`src/hdl/mba_pkg.sv`:
```
// Shared constants, modes and carriers for the host access block
`default_nettype none
package mba_pkg;

  // Sizes of the cell groups
  localparam int unsigned NCELL  = 16;
  localparam int unsigned NGRP   = 8;
  localparam int unsigned NIN    = 24;
  localparam int unsigned NSEL   = 8;
  localparam int unsigned INGRP  = 4;
  localparam int unsigned NINPT  = NIN / INGRP;

  // Word offsets inside the io control space (low address byte)
  localparam logic [7:0] OFS_IN_AB = 8'h18;
  localparam logic [7:0] OFS_IN_C  = 8'h1A;
  localparam logic [7:0] OFS_CELL  = 8'h20;
  localparam logic [7:0] OFS_MASK  = 8'h22;

  // Reset values
  localparam logic [7:0]  MASK_RST = 8'h00;
  localparam logic [15:0] WORD_RST = 16'h0000;
  localparam logic [7:0]  BYTE_RST = 8'h00;

  // Input cell modes, two bits per cell
  localparam logic [1:0] IM_PASS  = 2'h0;
  localparam logic [1:0] IM_LATCH = 2'h1;
  localparam logic [1:0] IM_REG   = 2'h2;

  // Write lane decode style
  typedef enum logic {
    WM_BYTE_EN = 1'b0,
    WM_SPLIT   = 1'b1
  } mba_wmode_e;

  // Host side pins, sampled on the core clock
  typedef struct packed {
    logic [15:0] ad;          // addr_data_port level
    logic [15:0] data;        // data ports in non-multiplexed mode
    logic        ctrl0_n;     // ctrl_pin_zero: write / low_byte_write
    logic        ctrl1_n;     // ctrl_pin_one: read strobe
    logic        ctrl2;       // ctrl_pin_two: upper_byte_enable or logic input
    logic        high_wr_n;   // high_write_pin: high_byte_write
    logic        strobe;      // strobe_pin: address_latch_strobe
  } mba_host_s;

  // Static bus configuration
  typedef struct packed {
    logic       mux;          // Multiplexed address/data bus
    mba_wmode_e wmode;        // Byte enable or split strobes
    logic       swap;         // Byte-swapped host type
    logic       use_strobe;   // Strobe wired on a non-multiplexed bus
  } mba_cfg_s;

endpackage
`default_nettype wire

```
`src/hdl/mba_cell_access.sv`:
```
// Host access to output cells, input cells and external selects
`default_nettype none

// What this block does
// RULE_01 - Host loads all 16 output cell flip-flops from its data bus.
// RULE_02 - Host load beats preset, clear and clock of the cell.
// RULE_03 - Load happens on the trailing edge of the write strobe.
// RULE_04 - Two write-mask registers, one per group of eight cells.
// RULE_05 - Both masks reset to zero so all cells accept loads.
// RULE_06 - A mask bit of one blocks the host load of that cell.
// RULE_07 - Mask bit n guards cell n of its group.
// RULE_08 - Cell pin enable is enable term ORed with direction bit.
// RULE_09 - Output pin without enable equation is driven from the first core clock after NRST rises.
// RULE_10 - Cell used as internal node frees its pin for other I/O.
// RULE_11 - 24 input cells: latch, register or pass-through each.
// RULE_12 - Input cell enable picks a product term or address strobe.
// RULE_13 - Input cells share control terms in groups of four.
// RULE_14 - Host can read all input cell outputs.
// RULE_15 - Strobe-clocked input cells capture high address bits for the array.
// RULE_16 - Eight external selects, one term each, selectable polarity.
// RULE_17 - Select pin enable is its enable term or direction bit.
// RULE_18 - Multiplexed bus: address latched on strobe, shown on latch outputs.
// RULE_19 - Address/data port driven only on selected read.
// RULE_20 - Non-multiplexed: data ports used and released when idle.
// RULE_21 - Upper byte enable and A0 decode word, odd or even byte.
// RULE_22 - Split low-active strobes decode word, odd or even byte.
// RULE_23 - Strobe optional on non-multiplexed bus unless latching wanted.
// RULE_24 - Unused third control pin serves as a logic input.
// RULE_25 - Dedicated clock updates cells on rising edge; preset/clear high.
// RULE_26 - Group A on D7-D0, group B on D15-D8; swap exchanges lanes.
module mba_cell_access
  import mba_pkg::*;
#(
  parameter logic [7:0] IO_BASE = 8'h00  // High address byte of io space
)(
  // Clock and reset
  input  wire logic                     CORE_CLK,
  input  wire logic                     NRST,
  // Host bus and configuration
  input  wire mba_pkg::mba_host_s       HOST,
  input  wire mba_pkg::mba_cfg_s        CFG,
  output var  logic [15:0]              AD_OUT,
  output var  logic                     AD_OE,
  output var  logic [15:0]              DATA_OUT,
  output var  logic                     DATA_OE,
  output var  logic [15:0]              LATCHED_ADDR,
  output var  logic                     CTRL2_TO_ARRAY,
  // Output cells
  input  wire logic [15:0]              CELL_D,
  input  wire logic [15:0]              CELL_PT_CLK,
  input  wire logic [15:0]              CELL_USE_CELL_CLOCK_IN,
  input  wire logic [15:0]              CELL_PRESET,
  input  wire logic [15:0]              CELL_CLEAR,
  input  wire logic                     CELL_CLOCK_IN,
  input  wire logic [15:0]              CELL_OE_PT,
  input  wire logic [15:0]              CELL_DIR,
  input  wire logic [15:0]              CELL_OE_UNDEF,
  input  wire logic [15:0]              CELL_IS_NODE,
  input  wire logic [15:0]              CELL_GPIO_OUT,
  output var  logic [15:0]              CELL_Q,
  output var  logic [15:0]              CELL_PIN_OUT,
  output var  logic [15:0]              CELL_PIN_OE,
  // Input cells
  input  wire logic [23:0]              IN_PINS,
  input  wire logic [47:0]              IN_MODE,
  input  wire logic [5:0]               IN_USE_STROBE,
  input  wire logic [5:0]               IN_PT,
  output var  logic [23:0]              IN_TO_ARRAY,
  // External selects
  input  wire logic [7:0]               SEL_PT,
  input  wire logic [7:0]               SEL_ACT_HIGH,
  input  wire logic [7:0]               SEL_OE_PT,
  input  wire logic [7:0]               SEL_DIR,
  output var  logic [7:0]               EXT_SEL_OUT,
  output var  logic [7:0]               EXT_SEL_OE
);
  import mba_pkg::*;

  // Exchange byte lanes when the host is byte-swapped
  function automatic logic [15:0] lane_swap(input logic [15:0] w, input logic s);
    lane_swap = s ? {w[7:0], w[15:8]} : w;
  endfunction

  ////////////////////////////////////////////////////////////////////////////
  // Address latch and decode

  logic [15:0] addr_lat_r;
  logic [15:0] addr_lat_nxt;
  logic [15:0] bus_addr;
  logic [15:0] bus_wdata;
  logic        hit;
  logic        hit_cell;
  logic        hit_mask;
  logic        hit_in_ab;
  logic        hit_in_c;

  // Transparent while the strobe is high, holds after it falls
  assign addr_lat_nxt = HOST.strobe ? HOST.ad : addr_lat_r;                  // RULE_18

  // Without a strobe on a plain bus the live address is used directly
  assign bus_addr  = (CFG.mux | CFG.use_strobe) ? addr_lat_r : HOST.ad;      // RULE_23
  assign bus_wdata = CFG.mux ? HOST.ad : HOST.data;                          // RULE_20

  // Word decode inside the io control space; bit 0 is the byte select
  assign hit       = (bus_addr[15:8] == IO_BASE);
  assign hit_cell  = hit & (bus_addr[7:1] == OFS_CELL[7:1]);
  assign hit_mask  = hit & (bus_addr[7:1] == OFS_MASK[7:1]);
  assign hit_in_ab = hit & (bus_addr[7:1] == OFS_IN_AB[7:1]);
  assign hit_in_c  = hit & (bus_addr[7:1] == OFS_IN_C[7:1]);

  ////////////////////////////////////////////////////////////////////////////
  // Write lane decode

  logic wr_lo;
  logic wr_hi;
  logic wr_act;

  // Byte enable style: ctrl_pin_two is upper_byte_enable, low active
  // Split style: ctrl_pin_zero is low_byte_write, high_write_pin the other
  assign wr_lo  = (CFG.wmode == WM_SPLIT) ? ~HOST.ctrl0_n                    // RULE_22
                                          : ~bus_addr[0];                    // RULE_21
  assign wr_hi  = (CFG.wmode == WM_SPLIT) ? ~HOST.high_wr_n                  // RULE_22
                                          : ~HOST.ctrl2;                     // RULE_21
  assign wr_act = (CFG.wmode == WM_SPLIT) ? (~HOST.ctrl0_n | ~HOST.high_wr_n)
                                          : ~HOST.ctrl0_n;

  ////////////////////////////////////////////////////////////////////////////
  // Write strobe tracking; data and lanes are held from the last active cycle

  logic        wr_act_r;
  logic [15:0] wdat_r;
  logic        wlo_r;
  logic        whi_r;
  logic        wcell_r;
  logic        wmask_r;
  logic        wr_end;

  always_ff @(posedge CORE_CLK or negedge NRST)
  begin
    if (!NRST)
    begin
      wr_act_r <= 1'b0;
      wdat_r   <= WORD_RST;
      wlo_r    <= 1'b0;
      whi_r    <= 1'b0;
      wcell_r  <= 1'b0;
      wmask_r  <= 1'b0;
    end
    else
    begin
      wr_act_r <= wr_act;
      if (wr_act)
      begin
        wdat_r  <= lane_swap(bus_wdata, CFG.swap);                           // RULE_26
        wlo_r   <= wr_lo;
        whi_r   <= wr_hi;
        wcell_r <= hit_cell;
        wmask_r <= hit_mask;
      end
    end
  end

  // Trailing edge: strobe was active last cycle and is gone now
  assign wr_end = wr_act_r & ~wr_act;                                        // RULE_03

  ////////////////////////////////////////////////////////////////////////////
  // Write masks, group A on the low lane and group B on the high lane

  logic [7:0] mask_a_r;
  logic [7:0] mask_b_r;

  always_ff @(posedge CORE_CLK or negedge NRST)
  begin
    if (!NRST)
    begin
      mask_a_r <= MASK_RST;                                                  // RULE_05
      mask_b_r <= MASK_RST;                                                  // RULE_05
    end
    else if (wr_end & wmask_r)
    begin
      if (wlo_r)
        mask_a_r <= wdat_r[7:0];                                             // RULE_04
      if (whi_r)
        mask_b_r <= wdat_r[15:8];                                            // RULE_04
    end
  end

  ////////////////////////////////////////////////////////////////////////////
  // Output cell flip-flops

  logic [15:0] host_ld;
  logic [15:0] cell_clock_in_rise;
  logic [15:0] pt_rise;
  logic [15:0] cell_edge;
  logic [15:0] cell_q_r;
  logic [15:0] cell_nxt;
  logic        cell_clock_in_r;
  logic [15:0] pt_clk_r;

  // Per-cell load enable: lane written and mask bit n of the group clear
  assign host_ld = {16{wr_end & wcell_r}}                                    // RULE_01
                 & {{8{whi_r}}, {8{wlo_r}}}
                 & ~{mask_b_r, mask_a_r};                                    // RULE_06 RULE_07

  // Rising edges of the dedicated clock and of the term clocks.
  // Both are sampled on the core clock, so each must stay below half its rate.
  assign cell_clock_in_rise = {16{CELL_CLOCK_IN & ~cell_clock_in_r}};                        // RULE_25
  assign pt_rise    = CELL_PT_CLK & ~pt_clk_r;
  assign cell_edge  = (CELL_USE_CELL_CLOCK_IN & cell_clock_in_rise)
                    | (~CELL_USE_CELL_CLOCK_IN & pt_rise);

  // Host load first, then active-high preset and clear, then the clock
  always_comb
  begin
    for (int i = 0; i < NCELL; i++)
    begin
      if (host_ld[i])
        cell_nxt[i] = wdat_r[i];                                             // RULE_02
      else if (CELL_PRESET[i])
        cell_nxt[i] = 1'b1;                                                  // RULE_25
      else if (CELL_CLEAR[i])
        cell_nxt[i] = 1'b0;                                                  // RULE_25
      else if (cell_edge[i])
        cell_nxt[i] = CELL_D[i];
      else
        cell_nxt[i] = cell_q_r[i];
    end
  end

  always_ff @(posedge CORE_CLK or negedge NRST)
  begin
    if (!NRST)
    begin
      cell_q_r <= WORD_RST;
      cell_clock_in_r  <= 1'b0;
      pt_clk_r <= WORD_RST;
    end
    else
    begin
      cell_q_r <= cell_nxt;
      cell_clock_in_r  <= CELL_CLOCK_IN;
      pt_clk_r <= CELL_PT_CLK;
    end
  end

  ////////////////////////////////////////////////////////////////////////////
  // Cell pins: a node keeps the cell inside and hands the pin to other I/O

  logic [15:0] pin_out_nxt;
  logic [15:0] pin_oe_nxt;

  assign pin_out_nxt = (CELL_IS_NODE & CELL_GPIO_OUT)
                     | (~CELL_IS_NODE & cell_nxt);                           // RULE_10
  assign pin_oe_nxt  = CELL_OE_PT | CELL_DIR                                 // RULE_08
                     | (CELL_OE_UNDEF & ~CELL_IS_NODE);                      // RULE_09

  ////////////////////////////////////////////////////////////////////////////
  // Input cells: group control of four, term or strobe as the enable

  logic [23:0] in_en;
  logic [23:0] in_en_r;
  logic [23:0] in_q_r;
  logic [23:0] in_q_nxt;
  logic [23:0] in_out;

  always_comb
  begin
    for (int i = 0; i < NIN; i++)
    begin
      in_en[i] = IN_USE_STROBE[i / INGRP] ? HOST.strobe                      // RULE_12 RULE_15
                                          : IN_PT[i / INGRP];                // RULE_13
    end
  end

  // Latch follows while enabled, register takes the rising edge
  always_comb
  begin
    for (int i = 0; i < NIN; i++)
    begin
      case (IN_MODE[2 * i +: 2])
        IM_LATCH: in_q_nxt[i] = in_en[i] ? IN_PINS[i] : in_q_r[i];            // RULE_11
        IM_REG:   in_q_nxt[i] = (in_en[i] & ~in_en_r[i]) ? IN_PINS[i]
                                                         : in_q_r[i];        // RULE_11
        default:  in_q_nxt[i] = IN_PINS[i];
      endcase
      in_out[i] = (IN_MODE[2 * i +: 2] == IM_PASS) ? IN_PINS[i] : in_q_r[i];  // RULE_11
    end
  end

  always_ff @(posedge CORE_CLK or negedge NRST)
  begin
    if (!NRST)
    begin
      in_q_r  <= {BYTE_RST, WORD_RST};
      in_en_r <= {BYTE_RST, WORD_RST};
    end
    else
    begin
      in_q_r  <= in_q_nxt;
      in_en_r <= in_en;
    end
  end

  ////////////////////////////////////////////////////////////////////////////
  // Read path; pins are released whenever no selected read is under way

  logic [15:0] rd_word;
  logic        rd_on;

  assign rd_word = hit_cell  ? lane_swap(cell_q_r, CFG.swap)                 // RULE_26
                 : hit_mask  ? lane_swap({mask_b_r, mask_a_r}, CFG.swap)
                 : hit_in_ab ? lane_swap(in_out[15:0], CFG.swap)             // RULE_14
                 : hit_in_c  ? {BYTE_RST, in_out[23:16]}                     // RULE_14
                 : WORD_RST;
  // The enables are registered, so they trail the read strobe by one cycle;
  // the host must leave at least one wait state before it takes the data
  assign rd_on   = (hit_cell | hit_mask | hit_in_ab | hit_in_c) & ~HOST.ctrl1_n;

  ////////////////////////////////////////////////////////////////////////////
  // External selects

  logic [7:0] sel_nxt;
  logic [7:0] sel_oe_nxt;

  // One XNOR serves both polarities: an active-low select is the inverted term
  assign sel_nxt    = ~(SEL_PT ^ SEL_ACT_HIGH);                              // RULE_16
  assign sel_oe_nxt = SEL_OE_PT | SEL_DIR;                                   // RULE_17

  ////////////////////////////////////////////////////////////////////////////
  // Output registers; every top output leaves from a flip-flop

  always_ff @(posedge CORE_CLK or negedge NRST)
  begin
    if (!NRST)
    begin
      addr_lat_r     <= WORD_RST;
      AD_OUT         <= WORD_RST;
      AD_OE          <= 1'b0;
      DATA_OUT       <= WORD_RST;
      DATA_OE        <= 1'b0;
      LATCHED_ADDR   <= WORD_RST;
      CTRL2_TO_ARRAY <= 1'b0;
      CELL_Q         <= WORD_RST;
      CELL_PIN_OUT   <= WORD_RST;
      CELL_PIN_OE    <= WORD_RST;
      IN_TO_ARRAY    <= {BYTE_RST, WORD_RST};
      EXT_SEL_OUT    <= BYTE_RST;
      EXT_SEL_OE     <= BYTE_RST;
    end
    else
    begin
      addr_lat_r     <= addr_lat_nxt;
      AD_OUT         <= rd_word;
      AD_OE          <= rd_on & CFG.mux;                                     // RULE_19
      DATA_OUT       <= rd_word;
      DATA_OE        <= rd_on & ~CFG.mux;                                    // RULE_20
      LATCHED_ADDR   <= addr_lat_nxt;                                        // RULE_18
      CTRL2_TO_ARRAY <= (CFG.wmode == WM_SPLIT) ? HOST.ctrl2 : 1'b0;         // RULE_24
      CELL_Q         <= cell_nxt;
      CELL_PIN_OUT   <= pin_out_nxt;
      CELL_PIN_OE    <= pin_oe_nxt;
      IN_TO_ARRAY    <= in_out;                                              // RULE_15
      EXT_SEL_OUT    <= sel_nxt;                                             // RULE_16
      EXT_SEL_OE     <= sel_oe_nxt;
    end
  end

endmodule
`default_nettype wire

```
`config.mk`:
```
export PLATFORM = sky130hd
export DESIGN_NAME = mba_cell_access
export DESIGN_NICKNAME = d
export VERILOG_FILES = /design/src/hdl/mba_pkg.sv /design/src/hdl/mba_cell_access.sv
export SDC_FILE = /design/constraint.sdc
export NUM_CORES = 1
export LEC_CHECK = 0
export BUFFER_PORTS_ARGS = -buffer_cell sky130_fd_sc_hd__buf_4
export CAP_MARGIN = 0
export CELL_PAD_IN_SITES_DETAIL_PLACEMENT = 0
export CELL_PAD_IN_SITES_GLOBAL_PLACEMENT = 2
export CORE_ASPECT_RATIO = 0.75
export CORE_MARGIN = 2
export CORE_UTILIZATION = 31
export DETAILED_ROUTE_END_ITERATION = 10
export PLACE_DENSITY_LB_ADDON = 0.1
export SLEW_MARGIN = 20
export SYNTH_ARGS = -nofsm -noshare
export SYNTH_HDL_FRONTEND = slang
export SYNTH_SLANG_ARGS = --single-unit
export TNS_END_PERCENT = 10
```
`constraint.sdc`:
```
create_clock -name CORE_CLK -period 4.2 [get_ports CORE_CLK]
set_input_delay 0.84 -clock CORE_CLK [delete_from_list [all_inputs] [get_ports CORE_CLK]]
set_output_delay 0.84 -clock CORE_CLK [all_outputs]
set_load 0.01 [all_outputs]
```
==> qor.yml <==
avgRoutedWirePerCell_um: 21.4
place_ws_ns: 1.19
tightestPinTransition_ns: 0.841
die-height_um: 162
holdCritPathClass: "input pin to async pin"
clock-sinks: 207
critical_path_peak_fanout: 9
timing.final.crit_share_pct: 59.5
async_reset_ff_share_pct: 100
post-route-drc-count: 0
layout_net_count: 1683
timing.critical_path.slowest_cell_delay_ns: 0.55
worstRegToRegCells: 5
core_area_mm2: 0.0326
grt_pass1_vias: 9060
root_buffer: "clkbuf_16"
synth_seq_area_share_pct: 50.1
initial_antenna_violation_count: 2
path_depth: 5
viasPerCell: 4.99
holdWs_ns: 0.305
postRouteWirelength_um: 39000
criticalPathCategory: "flip-flop to flip-flop"
final_max_slew_viol_count: 0
run_status: "finished, final reports clean"
die_w_um: 215
timing.clock.skew_ns: 0.0110
fillerInstances: 3131
grt_usage_pct: 21.9
synth_fp_nets: 1235
synth.avg_cell_area_um2: 11.3
io-pin-count: 459
drt_pass1_iterations: 5
grt_first_pass_wirelength_um: 57800
clock_tree_from_tritoncts: "done"
highest_count_cells_in_the_layout_ignoring_fill_and_taps: "462 x buf_4, 207 x dfrtp_1, 146 x nor2_1, 76 x mux2_2, 49 x a21oi_1"
routed-via-count: 9095
post_synth_main_area_contributors: "dfrtp_1 50%, mux2_2 8.3%, nor2_1 5.3%"
die_footprint_mm2: 0.0349
cts_buffer_depth: 3
setup-violations-final: 0
regToRegStartpoint: "addr_lat_r[12]"
post-synth-top-area-fraction_pct: 50.1
worst_setup_hold_path_clk_slew_ns: 0.06
critPathCapture: "DATA_OUT[13]"
tns_ns: 0
drtAntennaViolNets: 0
worst_ep_arrival_time_ns: 2.94
cp_slowest_cell: "or4_1"
postCtsHoldBufs: 0
final_hold_violations: 0
grt_overflow: 0
final_layout_size_suffix_gt1_share_pct: 47.1
postLayoutCoreUtil_pct: 46.4
clk-insertion-delay-late_ns: 0.53
irDropWorstVdd_mv: 0.344
gpl_congestion: 0.819
leakage_power_of_the_design_uw: 0.00699
critical_path_required_ns: 4.64
synth_largest_area_cell: "dfrtp_1"
rr_endpoint: "DATA_OUT[13]"
path_buf_inv: 0
worst_setup_path_end_kind: "flip-flop"
rsz0062_at_grt: "false"
antennaDiodeCount: 0
ys_warn_count: 0
critPathLaunch: "addr_lat_r[12]"
slew_headroom_pct: 43.7
maxCapViolations: 0
netlist_instances: 915
final_period_minus_worst_setup_slack_ns: 2.50
postCtsSetupRepairBufs: 0
cts_bufs_inserted: 25
layout_commonest_cell: "buf_4"
rrSetupSlack_ns: 1.70
max_freq_ghz: 0.400
synth-seq-cells: 207
cts-htree-levels: 1
worstSetupStartpointType: "flip-flop"
ys_dominant_reg_cell: "dfrtp_1"
worst_slack_ns: 1.70
place.port_buffers: 458
synth_enable_flop_cells: 0
ctsResizeCount: 0
powerDensity_mw_per_mm2: 382
cpLargestDelayFamily: "simple AND/OR/NAND/NOR gates"
worst_path_cell_chain: "or4_1 > or4_4 > o41ai_4 > and2_1 > o2bb2ai_1"
synthToLayoutAreaGrowth_pct: 46.0
post_synth_instance_area_mm2: 0.0103
initial_core_util_pct: 31.7
post-dp-hpwl_um: 31100
detail_route.iter0.violations: 564
synth_cell_type_count: 49
rows: 57
grt_max_degree: 83
[through the flow]
| step | total power (uW) | instance area [um2] | cells |
|---|---|---|---|
| after floorplan | 2700 | 10300 | 915 |
| after global placement | 3350 | 14200 | 1778 |
| after detailed placement | 3360 | 14200 | 1778 |
| after CTS | 5860 | 15100 | 1823 |
| after global routing | 6040 | 15100 | 1823 |
| final | 5770 | 15100 | 1823 |
[area by class of cell]
cell class              count  area [um2]  share of cell area, %
clock buffers              34         719                   4.76
clock inverters            11         209                   1.38
inverters                  36         135                  0.894
multi-input cells         629        4810                   31.8
flip-flops and latches    207        5180                   34.3
well taps                 442         553                   3.66
repair buffers            464        3500                   23.2
[worst min path at each step]
stage | to | slack (ns) | depth (start not counted)
CTS | CELL_PIN_OE[13] | 0.33 | 1
floorplan | wcell_r | 0.46 | 2
global placement | addr_lat_r[0] | 0.51 | 1
finish | CELL_PIN_OE[13] | 0.31 | 1
global route | CELL_PIN_OE[13] | 0.35 | 1
detailed placement | addr_lat_r[14] | 0.52 | 1
[worst reg2reg max path: stages (launching register included)]
cell	delay [ns]
dfrtp_1	0.40
or4_1	0.55
or4_4	0.46
o41ai_4	0.36
and2_1	0.46
o2bb2ai_1	0.18
[metal layers]
metal / share of wire [%] / vias to the layer above / global-route usage [%]
met2: 46 / 315 / 35.1
met3: 7.2 / 36 / 5.06
met5: 0 / - / 0
li1: - / 4281 / -
met1: 45 / 4463 / 30.8
met4: 1.6 / 0 / 3.82
[synth_stat cells, types with 6 or more instances]
library cell  count
nor2b_1           6
buf_4            17
o2bb2ai_1         8
xnor2_1           8
a32oi_1           8
mux2_2           76
or3b_2           16
mux2i_1          34
o21ai_0          24
mux4_2           24
o21bai_1         17
clkbuf_1         17
a211o_1          23
nand2_1           7
or2_2             8
o22ai_1           8
o32a_1           16
nand3_1          19
nand2b_1         24
o311ai_0         24
a21oi_1          49
inv_1            35
a22oi_1          20
nand3b_1         17
dfrtp_1         207
a21bo_2          16
nor2_1          146
[kinds of logic (layout without fill, tap and decap cells)]
family / count (synthesis) / count (layout) / synth area share (%)
and+or+nand+nor: 263 / 263 / 12.7
AOI/OAI and AO/OA: 224 / 224 / 16.2
DFF: 207 / 207 / 50.1
muxes: 134 / 134 / 16.8
buffers and inverters: 79 / 545 / 3.54
xor gates and xnor gates: 8 / 8 / 0.677
[report_power, final]
group / total, uW / internal (uW) / switching, uW
Sequential: 2280 / 2150 / 127
Clock: 2460 / 1560 / 898
Combinational: 1030 / 549 / 476
Total: 5770 / 4260 / 1500
[flip-flops by register name, indices dropped and copies added, names as in the netlist, 8 cells and up]
signal,cells
CELL_PIN_OE,16
addr_lat_r,16
mask_b_r,8
pt_clk_r,16
in_q_r,24
EXT_SEL_OE,8
DATA_OUT,16
mask_a_r,8
CELL_PIN_OUT,16
wdat_r,16
CELL_Q,16
IN_TO_ARRAY,24
EXT_SEL_OUT,8
Power figures use the tool's default switching activity.
